--- config.mk ---
export PLATFORM = sky130hd
export DESIGN_NAME = basic_status_regs
export DESIGN_NICKNAME = d
export VERILOG_FILES = /design/src/rtl/basic_status_regs.v /design/src/rtl/event_latch.v /design/src/rtl/mgmt_preamble_gate.v
export VERILOG_INCLUDE_DIRS = /design/src /design/src/rtl
export SDC_FILE = /design/constraint.sdc
export NUM_CORES = 1
export LEC_CHECK = 0
export BUFFER_PORTS_ARGS = -buffer_cell sky130_fd_sc_hd__buf_2
export CORE_MARGIN = 4
export CORE_UTILIZATION = 40
export CTS_CLUSTER_DIAMETER = 50
export DETAILED_ROUTE_END_ITERATION = 8
export PLACE_DENSITY = 0.76
export SLEW_MARGIN = 30
export SYNTH_ARGS = -nofsm -noshare
export SYNTH_HDL_FRONTEND = slang
export SYNTH_HIERARCHICAL = 1
export SYNTH_SLANG_ARGS = --single-unit
--- constraint.sdc ---
create_clock -name clk -period 2 [get_ports clk]
set_clock_uncertainty 0.1 [all_clocks]
set_input_delay 0.3 -clock clk [delete_from_list [all_inputs] [get_ports clk]]
set_output_delay 0.3 -clock clk [all_outputs]
set_load 0.02 [all_outputs]
--- src/rtl/basic_status_consts.vh ---
// Constants for the basic link status register bank and its helpers
`ifndef BASIC_STATUS_CONSTS_VH
`define BASIC_STATUS_CONSTS_VH

// ----------------------------------------------------------------------
// Register byte offsets on the bus
// ----------------------------------------------------------------------
`define LINK_STATUS_OFS 8'h00
`define CONTROL_OFS 8'h04
`define EVENT_STATUS_OFS 8'h08
`define EVENT_MASK_OFS 8'h0c
`define MGMT_STATE_OFS 8'h10

// ----------------------------------------------------------------------
// Basic link status field positions
// ----------------------------------------------------------------------
`define TX100_FULL_BIT 14
`define TX100_HALF_BIT 13
`define T10_FULL_BIT 12
`define T10_HALF_BIT 11
`define RESV_HI_BIT 10
`define RESV_LO_BIT 7
`define PREAMBLE_SKIP_BIT 6
`define AN_DONE_BIT 5
`define REMOTE_FAULT_BIT 4
`define AN_ABLE_BIT 3
`define LINK_UP_BIT 2

// ----------------------------------------------------------------------
// Control register fields and reset values
// ----------------------------------------------------------------------
`define CTRL_AN_ENABLE_BIT 0
`define CTRL_AN_RESTART_BIT 1
`define CTRL_AN_ENABLE_RST 1'h1

// ----------------------------------------------------------------------
// Event status and mask fields
// ----------------------------------------------------------------------
`define EV_REMOTE_FAULT_BIT 0
`define EV_AN_DONE_BIT 1
`define EV_LINK_CHANGE_BIT 2
`define EV_FRAME_REFUSED_BIT 3
`define EV_WIDTH 4
`define EV_MASK_RST 4'h0

// ----------------------------------------------------------------------
// Management state register fields
// ----------------------------------------------------------------------
`define MS_PREAMBLE_NEEDED_BIT 0
`define MS_AN_STATE_LO_BIT 4

// ----------------------------------------------------------------------
// Timing counts
// ----------------------------------------------------------------------
`define PREAMBLE_BITS 32

`endif

--- src/rtl/basic_status_regs.v ---
// Basic link status register bank with Wishbone slave and interrupt
// Notes on behaviour
// - Bit 13 always reads 1: 100 Mbit twisted-pair half duplex supported.
// - Bit 12 always reads 1: 10 Mbit twisted-pair full duplex supported.
// - Bit 11 always reads 1: 10 Mbit twisted-pair half duplex supported.
// - Bits 10 to 7 read zero; writers should put zero there.
// - Bit 6 reads 1: frames without preamble are accepted.
// - Full 32-bit preamble needed after reset or a bad frame; otherwise optional.
// - Bit 5 is 1 only after negotiation finished; 0 when running, disabled, reset.
// - Bit 4 latches on far-end or partner remote fault; read or reset clears.
// - Bit 3 always reads 1: auto-negotiation supported.
// - Link bit is 1 while a valid 10 or 100 Mbit link exists.
//
// Design decisions made here: the Wishbone interface to the registers and the register addresses.
`timescale 1ns/1ps
`include "basic_status_consts.vh"
module basic_status_regs #(
  parameter ADDR_WIDTH = 8,
  parameter PREAMBLE_LEN = `PREAMBLE_BITS,
  parameter TX100_FULL_CAP = 1'b0
) (
  input wire clk,
  input wire rst,
  input wire wb_cyc_i,
  input wire wb_stb_i,
  input wire wb_we_i,
  input wire [ADDR_WIDTH-1:0] wb_adr_i,
  input wire [3:0] wb_sel_i,
  input wire [31:0] wb_dat_i,
  output reg [31:0] wb_dat_o,
  output reg wb_ack_o,
  input wire link_up_10,
  input wire link_up_100,
  input wire an_finished,
  input wire far_end_fault,
  input wire partner_remote_fault,
  input wire mgmt_bit_valid,
  input wire mgmt_bit,
  input wire mgmt_frame_start,
  input wire mgmt_frame_invalid,
  output reg an_run_reg,
  output reg frame_accept_reg,
  output reg frame_refuse_reg,
  output reg irq_reg
);

  // --------------------------------------------------------------------
  // Negotiation states
  // --------------------------------------------------------------------
  localparam AN_OFF = 2'h0;
  localparam AN_RUNNING = 2'h1;
  localparam AN_DONE = 2'h2;

  // --------------------------------------------------------------------
  // Declarations
  // --------------------------------------------------------------------
  reg [1:0] an_state_reg;
  reg [1:0] an_state_next;
  reg an_enable_reg;
  reg an_restart_reg;
  reg link_reg;
  reg link_prev_reg;
  reg [`EV_WIDTH-1:0] ev_mask_reg;
  reg [31:0] read_value;
  wire access;
  wire take;
  wire rd_take;
  wire wr_take;
  wire [ADDR_WIDTH-1:0] word_adr;
  wire remote_fault_q;
  wire [`EV_WIDTH-1:0] ev_flags;
  wire [`EV_WIDTH-1:0] ev_set;
  wire [`EV_WIDTH-1:0] ev_clear;
  wire preamble_needed;
  wire gate_accept;
  wire gate_refuse;
  wire fault_seen;
  wire link_now;
  wire an_done_pulse;
  wire [15:0] status_word;
  wire stat_rd;
  wire ev_rd;
  wire ctrl_wr;
  wire mask_wr;

  // --------------------------------------------------------------------
  // Address decode
  // --------------------------------------------------------------------

  // Byte address compared on whole words; low two bits ignored
  function hit;
    input [ADDR_WIDTH-1:0] adr;
    input [7:0] ofs;
    begin
      hit = (adr == ofs[ADDR_WIDTH-1:0]);
    end
  endfunction

  // A request is taken once; ack drops the cycle after it is given
  assign access = wb_cyc_i & wb_stb_i;
  assign take = access & ~wb_ack_o;
  assign rd_take = take & ~wb_we_i;
  assign wr_take = take & wb_we_i;
  assign word_adr = {wb_adr_i[ADDR_WIDTH-1:2], 2'b00};

  // --------------------------------------------------------------------
  // Access strobes
  // --------------------------------------------------------------------

  // Read strobes fire on the taking edge, as the answer data is captured
  assign stat_rd = rd_take & hit(word_adr, `LINK_STATUS_OFS);
  assign ev_rd = rd_take & hit(word_adr, `EVENT_STATUS_OFS);

  // Write strobes honour only the low byte lane, where all writable bits sit
  assign ctrl_wr = wr_take & wb_sel_i[0] & hit(word_adr, `CONTROL_OFS);
  assign mask_wr = wr_take & wb_sel_i[0] & hit(word_adr, `EVENT_MASK_OFS);

  // --------------------------------------------------------------------
  // Status word assembly
  // --------------------------------------------------------------------

  // Capability bits are constants; reserved and unlisted bits read zero
  assign status_word = {
    1'b0,
    TX100_FULL_CAP[0],
    1'b1,
    1'b1,
    1'b1,
    4'h0,
    1'b1,
    (an_state_reg == AN_DONE),
    remote_fault_q,
    1'b1,
    link_reg,
    2'b00
  };

  // --------------------------------------------------------------------
  // Remote fault latch
  // --------------------------------------------------------------------

  // Either fault source latches; a read of the status word clears it
  assign fault_seen = far_end_fault | partner_remote_fault;

  // Set wins, so a fault arriving in the read cycle is not lost
  event_latch #(
    .WIDTH(1)
  ) fault_latch (
    .clk(clk),
    .rst(rst),
    .set(fault_seen),
    .clear(stat_rd),
    .flags_reg(remote_fault_q)
  );

  // --------------------------------------------------------------------
  // Link status
  // --------------------------------------------------------------------

  // Either speed counts as a valid link
  assign link_now = link_up_10 | link_up_100;

  // Registered so the read value and the change event agree
  always @(posedge clk) begin
    if (rst) begin
      link_reg <= 1'b0;
      link_prev_reg <= 1'b0;
    end else begin
      link_reg <= link_now;
      link_prev_reg <= link_reg;
    end
  end

  // --------------------------------------------------------------------
  // Auto-negotiation progress
  // --------------------------------------------------------------------

  // Done only after the engine reports the end; loss of link restarts
  always @* begin
    an_state_next = an_state_reg;
    case (an_state_reg)
      AN_OFF: begin
        if (an_enable_reg) begin
          an_state_next = AN_RUNNING;
        end
      end
      AN_RUNNING: begin
        if (!an_enable_reg) begin
          an_state_next = AN_OFF;
        end else if (an_finished && !an_restart_reg) begin
          an_state_next = AN_DONE;
        end
      end
      AN_DONE: begin
        if (!an_enable_reg) begin
          an_state_next = AN_OFF;
        end else if (an_restart_reg || (link_prev_reg && !link_reg)) begin
          an_state_next = AN_RUNNING;
        end
      end
      default: begin
        an_state_next = AN_OFF;
      end
    endcase
  end

  // State register; reset leaves the done bit low
  always @(posedge clk) begin
    if (rst) begin
      an_state_reg <= AN_OFF;
      an_run_reg <= 1'b0;
    end else begin
      an_state_reg <= an_state_next;
      an_run_reg <= (an_state_next == AN_RUNNING);
    end
  end

  // One-cycle pulse on entry to done, for the event flag
  assign an_done_pulse = (an_state_reg != AN_DONE) && (an_state_next == AN_DONE);

  // --------------------------------------------------------------------
  // Management preamble handling
  // --------------------------------------------------------------------

  // Decides per frame whether the preamble seen was sufficient
  mgmt_preamble_gate #(
    .PREAMBLE_LEN(PREAMBLE_LEN)
  ) preamble_gate (
    .clk(clk),
    .rst(rst),
    .bit_valid(mgmt_bit_valid),
    .bit_value(mgmt_bit),
    .frame_start(mgmt_frame_start),
    .frame_invalid(mgmt_frame_invalid),
    .frame_accept_reg(gate_accept),
    .frame_refuse_reg(gate_refuse),
    .preamble_needed_reg(preamble_needed)
  );

  // Re-registered so the top outputs come straight from flip-flops
  always @(posedge clk) begin
    if (rst) begin
      frame_accept_reg <= 1'b0;
      frame_refuse_reg <= 1'b0;
    end else begin
      frame_accept_reg <= gate_accept;
      frame_refuse_reg <= gate_refuse;
    end
  end

  // --------------------------------------------------------------------
  // Event flags and interrupt
  // --------------------------------------------------------------------

  // Each event sets a sticky flag
  assign ev_set[`EV_REMOTE_FAULT_BIT] = fault_seen;
  assign ev_set[`EV_AN_DONE_BIT] = an_done_pulse;
  assign ev_set[`EV_LINK_CHANGE_BIT] = link_reg ^ link_prev_reg;
  assign ev_set[`EV_FRAME_REFUSED_BIT] = gate_refuse;

  // Reading the event register clears every flag it returned
  assign ev_clear = {`EV_WIDTH{ev_rd}};

  // Same set-wins latch, one bit per event
  event_latch #(
    .WIDTH(`EV_WIDTH)
  ) ev_latch (
    .clk(clk),
    .rst(rst),
    .set(ev_set),
    .clear(ev_clear),
    .flags_reg(ev_flags)
  );

  // Level interrupt while any unmasked flag is set
  always @(posedge clk) begin
    if (rst) begin
      irq_reg <= 1'b0;
    end else begin
      irq_reg <= |(ev_flags & ev_mask_reg);
    end
  end

  // --------------------------------------------------------------------
  // Software writes
  // --------------------------------------------------------------------

  // Only low byte lane carries writable bits; the status word is fixed
  always @(posedge clk) begin
    if (rst) begin
      an_enable_reg <= `CTRL_AN_ENABLE_RST;
      an_restart_reg <= 1'b0;
      ev_mask_reg <= `EV_MASK_RST;
    end else begin
      an_restart_reg <= 1'b0; // Self-clearing request
      if (ctrl_wr) begin
        an_enable_reg <= wb_dat_i[`CTRL_AN_ENABLE_BIT];
        an_restart_reg <= wb_dat_i[`CTRL_AN_RESTART_BIT];
      end
      if (mask_wr) begin
        ev_mask_reg <= wb_dat_i[`EV_WIDTH-1:0];
      end
      // Status word writes have no strobe and fall through with no effect
    end
  end

  // --------------------------------------------------------------------
  // Read mux
  // --------------------------------------------------------------------

  // Unmapped addresses read zero and still answer
  always @* begin
    read_value = 32'h0000_0000;
    if (hit(word_adr, `LINK_STATUS_OFS)) begin
      read_value[15:0] = status_word;
    end else if (hit(word_adr, `CONTROL_OFS)) begin
      read_value[`CTRL_AN_ENABLE_BIT] = an_enable_reg;
    end else if (hit(word_adr, `EVENT_STATUS_OFS)) begin
      read_value[`EV_WIDTH-1:0] = ev_flags;
    end else if (hit(word_adr, `EVENT_MASK_OFS)) begin
      read_value[`EV_WIDTH-1:0] = ev_mask_reg;
    end else if (hit(word_adr, `MGMT_STATE_OFS)) begin
      read_value[`MS_PREAMBLE_NEEDED_BIT] = preamble_needed;
      read_value[`MS_AN_STATE_LO_BIT+1:`MS_AN_STATE_LO_BIT] = an_state_reg;
    end
  end

  // --------------------------------------------------------------------
  // Bus answer
  // --------------------------------------------------------------------

  // One wait state: ack one edge after the request is seen
  always @(posedge clk) begin
    if (rst) begin
      wb_ack_o <= 1'b0;
      wb_dat_o <= 32'h0000_0000;
    end else begin
      wb_ack_o <= take;
      if (rd_take) begin
        wb_dat_o <= read_value;
      end
    end
  end

endmodule // basic_status_regs

--- src/rtl/event_latch.v ---
// Sticky flag bank: hardware sets, a clear pulse resets, set wins
`timescale 1ns/1ps
module event_latch #(
  parameter WIDTH = 4
) (
  input wire clk,
  input wire rst,
  input wire [WIDTH-1:0] set,
  input wire [WIDTH-1:0] clear,
  output reg [WIDTH-1:0] flags_reg
);

  wire [WIDTH-1:0] flags_next;

  // Set overrides clear so an event in the clearing cycle survives
  assign flags_next = (flags_reg & ~clear) | set;

  // Flag storage
  always @(posedge clk) begin
    if (rst) begin
      flags_reg <= {WIDTH{1'b0}};
    end else begin
      flags_reg <= flags_next;
    end
  end

endmodule // event_latch

--- src/rtl/mgmt_preamble_gate.v ---
// Management frame preamble tracker: decides whether a frame may run
`timescale 1ns/1ps
`include "basic_status_consts.vh"
module mgmt_preamble_gate #(
  parameter PREAMBLE_LEN = `PREAMBLE_BITS
) (
  input wire clk,
  input wire rst,
  input wire bit_valid,
  input wire bit_value,
  input wire frame_start,
  input wire frame_invalid,
  output reg frame_accept_reg,
  output reg frame_refuse_reg,
  output reg preamble_needed_reg
);

  reg [5:0] ones_reg;
  reg [5:0] ones_next;
  wire long_enough;

  assign long_enough = (ones_reg >= PREAMBLE_LEN[5:0]);

  // Run of consecutive one bits, saturating at the preamble length
  always @* begin
    ones_next = ones_reg;
    if (frame_start) begin
      ones_next = 6'h00;
    end else if (bit_valid) begin
      if (!bit_value) begin
        ones_next = 6'h00;
      end else if (!long_enough) begin
        ones_next = ones_reg + 6'h01;
      end
    end
  end

  // Full preamble needed after reset and after a bad frame
  always @(posedge clk) begin
    if (rst) begin
      ones_reg <= 6'h00;
      preamble_needed_reg <= 1'b1;
      frame_accept_reg <= 1'b0;
      frame_refuse_reg <= 1'b0;
    end else begin
      ones_reg <= ones_next;
      frame_accept_reg <= frame_start & (~preamble_needed_reg | long_enough);
      frame_refuse_reg <= frame_start & preamble_needed_reg & ~long_enough;
      if (frame_invalid) begin
        preamble_needed_reg <= 1'b1;
      end else if (frame_start && long_enough) begin
        preamble_needed_reg <= 1'b0;
      end
    end
  end

endmodule // mgmt_preamble_gate

## Word level (Yosys, flattened, before mapping)

Cells that the tools add are included.

| word-level totals | value |
|---|---|
| word-level logic and storage cells | 91 |
| output and inout bits | 37 |
| input port bits | 58 |
| memories kept | 0 |
| bits in registers | 45 |
| bits in latches | 0 |
| RAM bits | 0 |
| memory bits (read-only) | 0 |

| operators by class | value |
|---|---|
| div/mod/pow operators | 0 |
| reduce and logical (&&, ||, !) cells | 14 |
| bitwise gates (word level) | 28 |
| multipliers | 0 |
| mux-type cells | 19 |
| $add $sub $neg | 1 |
| magnitude comparators | 1 |
| shifts and indexed selects | 0 |
| equal/unequal tests | 10 |

Operator list:

| cell | number |
|---|---|
| two-way mux 6 bit | 3 |
| two-way mux 2 bit | 8 |
| AND 1 bit | 13 |
| == test 6 x 2 -> 1 bit (second input constant) | 2 |
| AND 4 bit | 2 |
| zero test 8 bit | 1 |
| two-way mux 8 bit | 1 |
| adder 6 x 1 -> 6 bit (second input constant) | 1 |
| == test 6 x 1 -> 1 bit (second input constant) | 1 |
| == test 6 x 3 -> 1 bit (second input constant) | 1 |
| greater-or-equal comparator 6 bit (second input constant) | 1 |
| NOT 1 bit | 6 |
| one-hot mux 2 bit (3 select lines) | 1 |
| OR reduction 2 bit | 3 |
| two-way mux 5 bit | 1 |
| == test 2 x 1 -> 1 bit (second input constant) | 2 |
| == test 2 bit (second input constant) | 2 |
| logical AND 1 bit | 4 |
| two-way mux 4 bit | 1 |
| != test 2 bit (second input constant) | 2 |
| NOT 4 bit | 1 |
| OR 1 bit | 4 |
| OR 4 bit | 1 |
| OR reduction 4 bit | 1 |
| 7 further kinds | 10 |

## Longest topological paths before layout

| depth | value |
|---|---|
| depth in word-level cells | 9 |
| gate-level depth with buffers | 6 |
| gate-level depth less buffers | 6 |

## Hierarchy

Netlist, hierarchy kept.

By module, submodules not included:

| module | area an instance (um^2) | sequential area each (um^2) | cells each | times used |
|---|---|---|---|---|
| basic_status_regs | 1161.1 | 440.4 | 133 | 1 |
| mgmt_preamble_gate | 405.4 | 180.2 | 43 | 1 |
| event_latch at ev_latch | 140.1 | 80.1 | 16 | 1 |
| event_latch at fault_latch | 38.8 | 20.0 | 4 | 1 |

## Least setup slack after synthesis

Ideal clock, no wire load.

| timing | value |
|---|---|
| kind | in2reg |
| start point | input wb_adr_i[4] |
| end point | register ev_mask_reg[0] |
| data required time | 1.772 ns |
| buffers on the path | 2 |
| cell stages on the path | 6 |
| setup time | 0.128 ns |
| arrival | 1.730 ns |
| slack | 0.043 ns |
| cells stage by stage | or4_1 > buf_2 > or4_4 > buf_6 > mux2i_1 > nor2_1 |

| on the way | value |
|---|---|
| word-level cells in the longest chain between the ends | 2 |

RTL lines:

| item | line | source |
|---|---|---|
| start, declared | basic_status_regs.v:27 | `input wire [ADDR_WIDTH-1:0] wb_adr_i,` |
| == test 6 x 2 -> 1 bit | basic_status_regs.v:95 | `hit = (adr == ofs[ADDR_WIDTH-1:0]);` |
| AND 1 bit | basic_status_regs.v:116 | `` assign mask_wr = wr_take & wb_sel_i[0] & hit(word_adr, `EVENT_MASK_OFS); `` |
| end signal, assigned | basic_status_regs.v:293 | `` ev_mask_reg <= `EV_MASK_RST; `` |
| end signal, assigned | basic_status_regs.v:301 | `` ev_mask_reg <= wb_dat_i[`EV_WIDTH-1:0]; `` |
| end, declared | basic_status_regs.v:63 | `` reg [`EV_WIDTH-1:0] ev_mask_reg; `` |

No other way between the ends.
A chain may end at the register's enable or synchronous reset.

## Final worst setup path

| timing | value |
|---|---|
| start point | input wb_adr_i[4] |
| end point | register wb_dat_o[0] |

| on the way | value |
|---|---|
| word-level cells in the longest chain between the ends | 6 |
| elaborated cells between the ends (all ways) | 10 |
| those cells by class | eq/ne: 4; mux: 5; reduce/logical: 1 |

RTL lines:

| item | line | source |
|---|---|---|
| == test 6 x 3 -> 1 bit | basic_status_regs.v:95 |  |
| two-way mux 1 bit | basic_status_regs.v:322 | `` end else if (hit(word_adr, `MGMT_STATE_OFS)) begin `` |
| two-way mux 1 bit | basic_status_regs.v:320 | `` end else if (hit(word_adr, `EVENT_MASK_OFS)) begin `` |
| two-way mux 4 bit | basic_status_regs.v:318 | `` end else if (hit(word_adr, `EVENT_STATUS_OFS)) begin `` |
| two-way mux 1 bit | basic_status_regs.v:316 | `` end else if (hit(word_adr, `CONTROL_OFS)) begin `` |
| two-way mux 6 bit * | basic_status_regs.v:314 | `` if (hit(word_adr, `LINK_STATUS_OFS)) begin `` |
| end signal, assigned | basic_status_regs.v:340 | `wb_dat_o <= read_value;` |
| end, declared | basic_status_regs.v:30 | `output reg [31:0] wb_dat_o,` |

Mark *: on every way between the ends. The rest lies on a longest branch, timed or not.

==> flow_summary.ini <==
[drt]
drtPass1Iterations = 4
vias = 1365
via_per_inst = 4.72
ant_nets = 0
drt-wirelength-per-cell_um = 11.9
drc = 0
drt_iter0_drc = 59
wl_um = 3440

[clock_network]
clk_latency_ns = 0.28
clk_pin_slew_ns = 0.07
holdBufCountCts = 0
clock-sinks = 36
clock_path_buffers = 2
cts_buffers = 5
cts_tree = done
root_buffer = clkbuf_8
cts_setup_buffers = 0
htreeDepth = 2
cts_resized = 0

[global_route]
grt_pass1_wl_um = 5260
antenna_found_initial = 0
grt_max_degree = 34
overflow = 0
grt_pass1_vias = 1188
track_usage_pct = 12.6

[setup_path]
crit_end = wb_dat_o[0]
required_ns = 2.08
start_kind = input pin
worstPathArrival_ns = 1.82
path_class = input pin to register
r2r_end = ev_mask_reg[1]
cp_cell_sequence = buf_2 -> or4_1 -> buf_4 -> a311oi_1 -> a31oi_1 -> o41ai_1
max_stage_delay_ns = 0.57
path_max_fanout = 3
slowest_stage = or4_1
startpoint = wb_adr_i[4]
r2r_cells = 4
endpoint_kind = register
reg2reg_slack_ns = 0.39
r2r-start = wb_ack_o

[power]
peakVddDrop_mv = 0.297
leakagePower_uw = 0.000922
powerDensity_mw_per_mm2 = 723

[floorplanning]
die_w_um = 74.1
design.die.area_sq_mm = 0.00548
initial_core_util_pct = 42.4
die_y_um = 74.1
rows = 23
core_sq_mm = 0.00412
io_pins = 95

[timing]
finalCritPeriodShare_pct = 87.3
fmax_mhz = 573
hold_viol = 0
worst_slew_pin_slew_ns = 0.578
min_period_ns = 1.75
relSlewSlack_pct = 61.5
final-max-slew-violation-count = 0
rsz0062_at_grt = false
setup_viol = 0
setup_ws_ns = 0.254

[final_layout]
n_antenna_cell = 0
stdcell_count = 289
layout_common_cells = buf_2, dfxtp_1, conb_1
layout-drive-gt1-share_pct = 25.9
largest_reg_flops = 7
final_common_cell = buf_2
nNetsFinal = 300
syn2layout_area_growth_pct = 15.3
nFillCells = 402

[yosys]
yosys_warnings = 6
ys_types = 43
ys_ff_latch = 36
ys_seq_area_share_pct = 41.3
avgSynthCellArea_sq_um = 8.91
synthCells = 196
netlist_area_sq_mm = 0.00175

[placement]
post-place-ws_ns = -0.0488
gp_congestion = 0.763
dp_hpwl_um = 2640
dp.cells = 282
numPortBuffers = 39

[status]
status = finished, final reports clean

[hold_path]
min_from = mgmt_frame_invalid
hold_class = input pin to register

[flow_run]
drv_cap = 0
metrics by stage:
stage                     hold WS, ns  TNS (ns)  util (%)  power (uW)  cell area [sq um]
after floorplan                 0.262         0         -         900               1820
after global placement          0.323    -0.117      46.5         921               1920
after detailed placement        0.326    -0.113      46.5         924               1920
after CTS                      0.0855         0      48.9        1470               2010
after global routing           0.0934         0      48.9        1510               2010
final                          0.0935         0      48.9        1450               2010
area by class of cell:
cell class	instances	area, sq um	share of cell area, %
multi-input combinational	134	825	41.0
sequential	36	721	35.8
timing repair buffer	46	248	12.3
clock buffer	7	96.3	4.79
tap	50	62.6	3.11
inverter	16	60.1	2.99
where the power goes:
| part | total [uW] | internal, uW | switching [uW] |
|---|---|---|---|
| registers | 750 | 737 | 12.8 |
| clock network | 545 | 307 | 239 |
| logic | 160 | 55.8 | 104 |
| total | 1450 | 1100 | 355 |
cells by family after synthesis:
kind of cell | share of synthesized area, %
XOR/XNOR | 0.502
AND/OR/NAND/NOR | 22.3
AO/OA/AOI/OAI | 12.1
adder cells (fa/ha/maj) | 2.15
flip-flops | 41.3
buffers and inverters | 16.0
other | 0.215
multiplexers | 5.45
cells in the mapped netlist:
cell / count / area [sq um]
dfxtp_1: 36 / 721
buf_4: 25 / 188
inv_1: 16 / 60.1
nor2_1: 14 / 52.6
a21oi_1: 11 / 55.1
nand2_1: 10 / 37.5
mux2i_1: 5 / 50.1
nand2b_1: 5 / 31.3
nand3_1: 5 / 25.0
nor3_1: 5 / 25.0
or3_1: 5 / 31.3
a31oi_1: 4 / 25.0
clkbuf_1: 4 / 15.0
mux2_2: 4 / 45.0
nand3b_1: 4 / 30.0
nor2b_1: 4 / 25.0
a22oi_1: 3 / 22.5
ha_1: 3 / 37.5
o21ai_0: 3 / 15.0
a211o_1: 2 / 17.5
and3b_1: 2 / 17.5
nor3b_1: 2 / 15.0
nor4_1: 2 / 12.5
nor4b_1: 2 / 17.5
or4_1: 2 / 15.0
a2111oi_0: 1 / 8.76
a211oi_1: 1 / 7.51
a21bo_4: 1 / 16.3
a21oi_2: 1 / 8.76
a311oi_1: 1 / 8.76
a32oi_1: 1 / 8.76
and4_1: 1 / 8.76
buf_2: 1 / 5.00
buf_6: 1 / 11.3
conb_1: 1 / 3.75
nand4bb_1: 1 / 11.3
nor2b_2: 1 / 8.76
o2111ai_1: 1 / 8.76
o41ai_1: 1 / 8.76
or2_2: 1 / 6.26
or2b_1: 1 / 7.51
or4_4: 1 / 11.3
xnor2_1: 1 / 8.76
worst max-delay path: cells and delay by family:
| kind | cells | cell delay [ns] |
|---|---|---|
| and+or+nand+nor | 1 | 0.57 |
| buffers and inverters | 2 | 0.29 |
| AOI/OAI and AO/OA | 3 | 0.66 |
worst min path at each step:
stage,cells past startpoint,to
2_1_floorplan,1,fault_latch/flags_reg
3_3_place_gp,1,frame_accept_reg
3_5_place_dp,1,frame_accept_reg
4_1_cts,2,preamble_gate/preamble_needed_reg
5_1_grt,2,preamble_gate/preamble_needed_reg
6_report,2,preamble_gate/preamble_needed_reg
per-layer routing:
layer | global-route usage, % | up-vias | wire length [um]
met2 | 19.8 | 42 | 1600
li1 | - | 710 | -
met3 | 4.05 | 5 | 237
met4 | 5.43 | 0 | 47
met5 | 0 | - | 0
met1 | 15.9 | 608 | 1550
No activity file was read; power rests on OpenSTA's default activity.
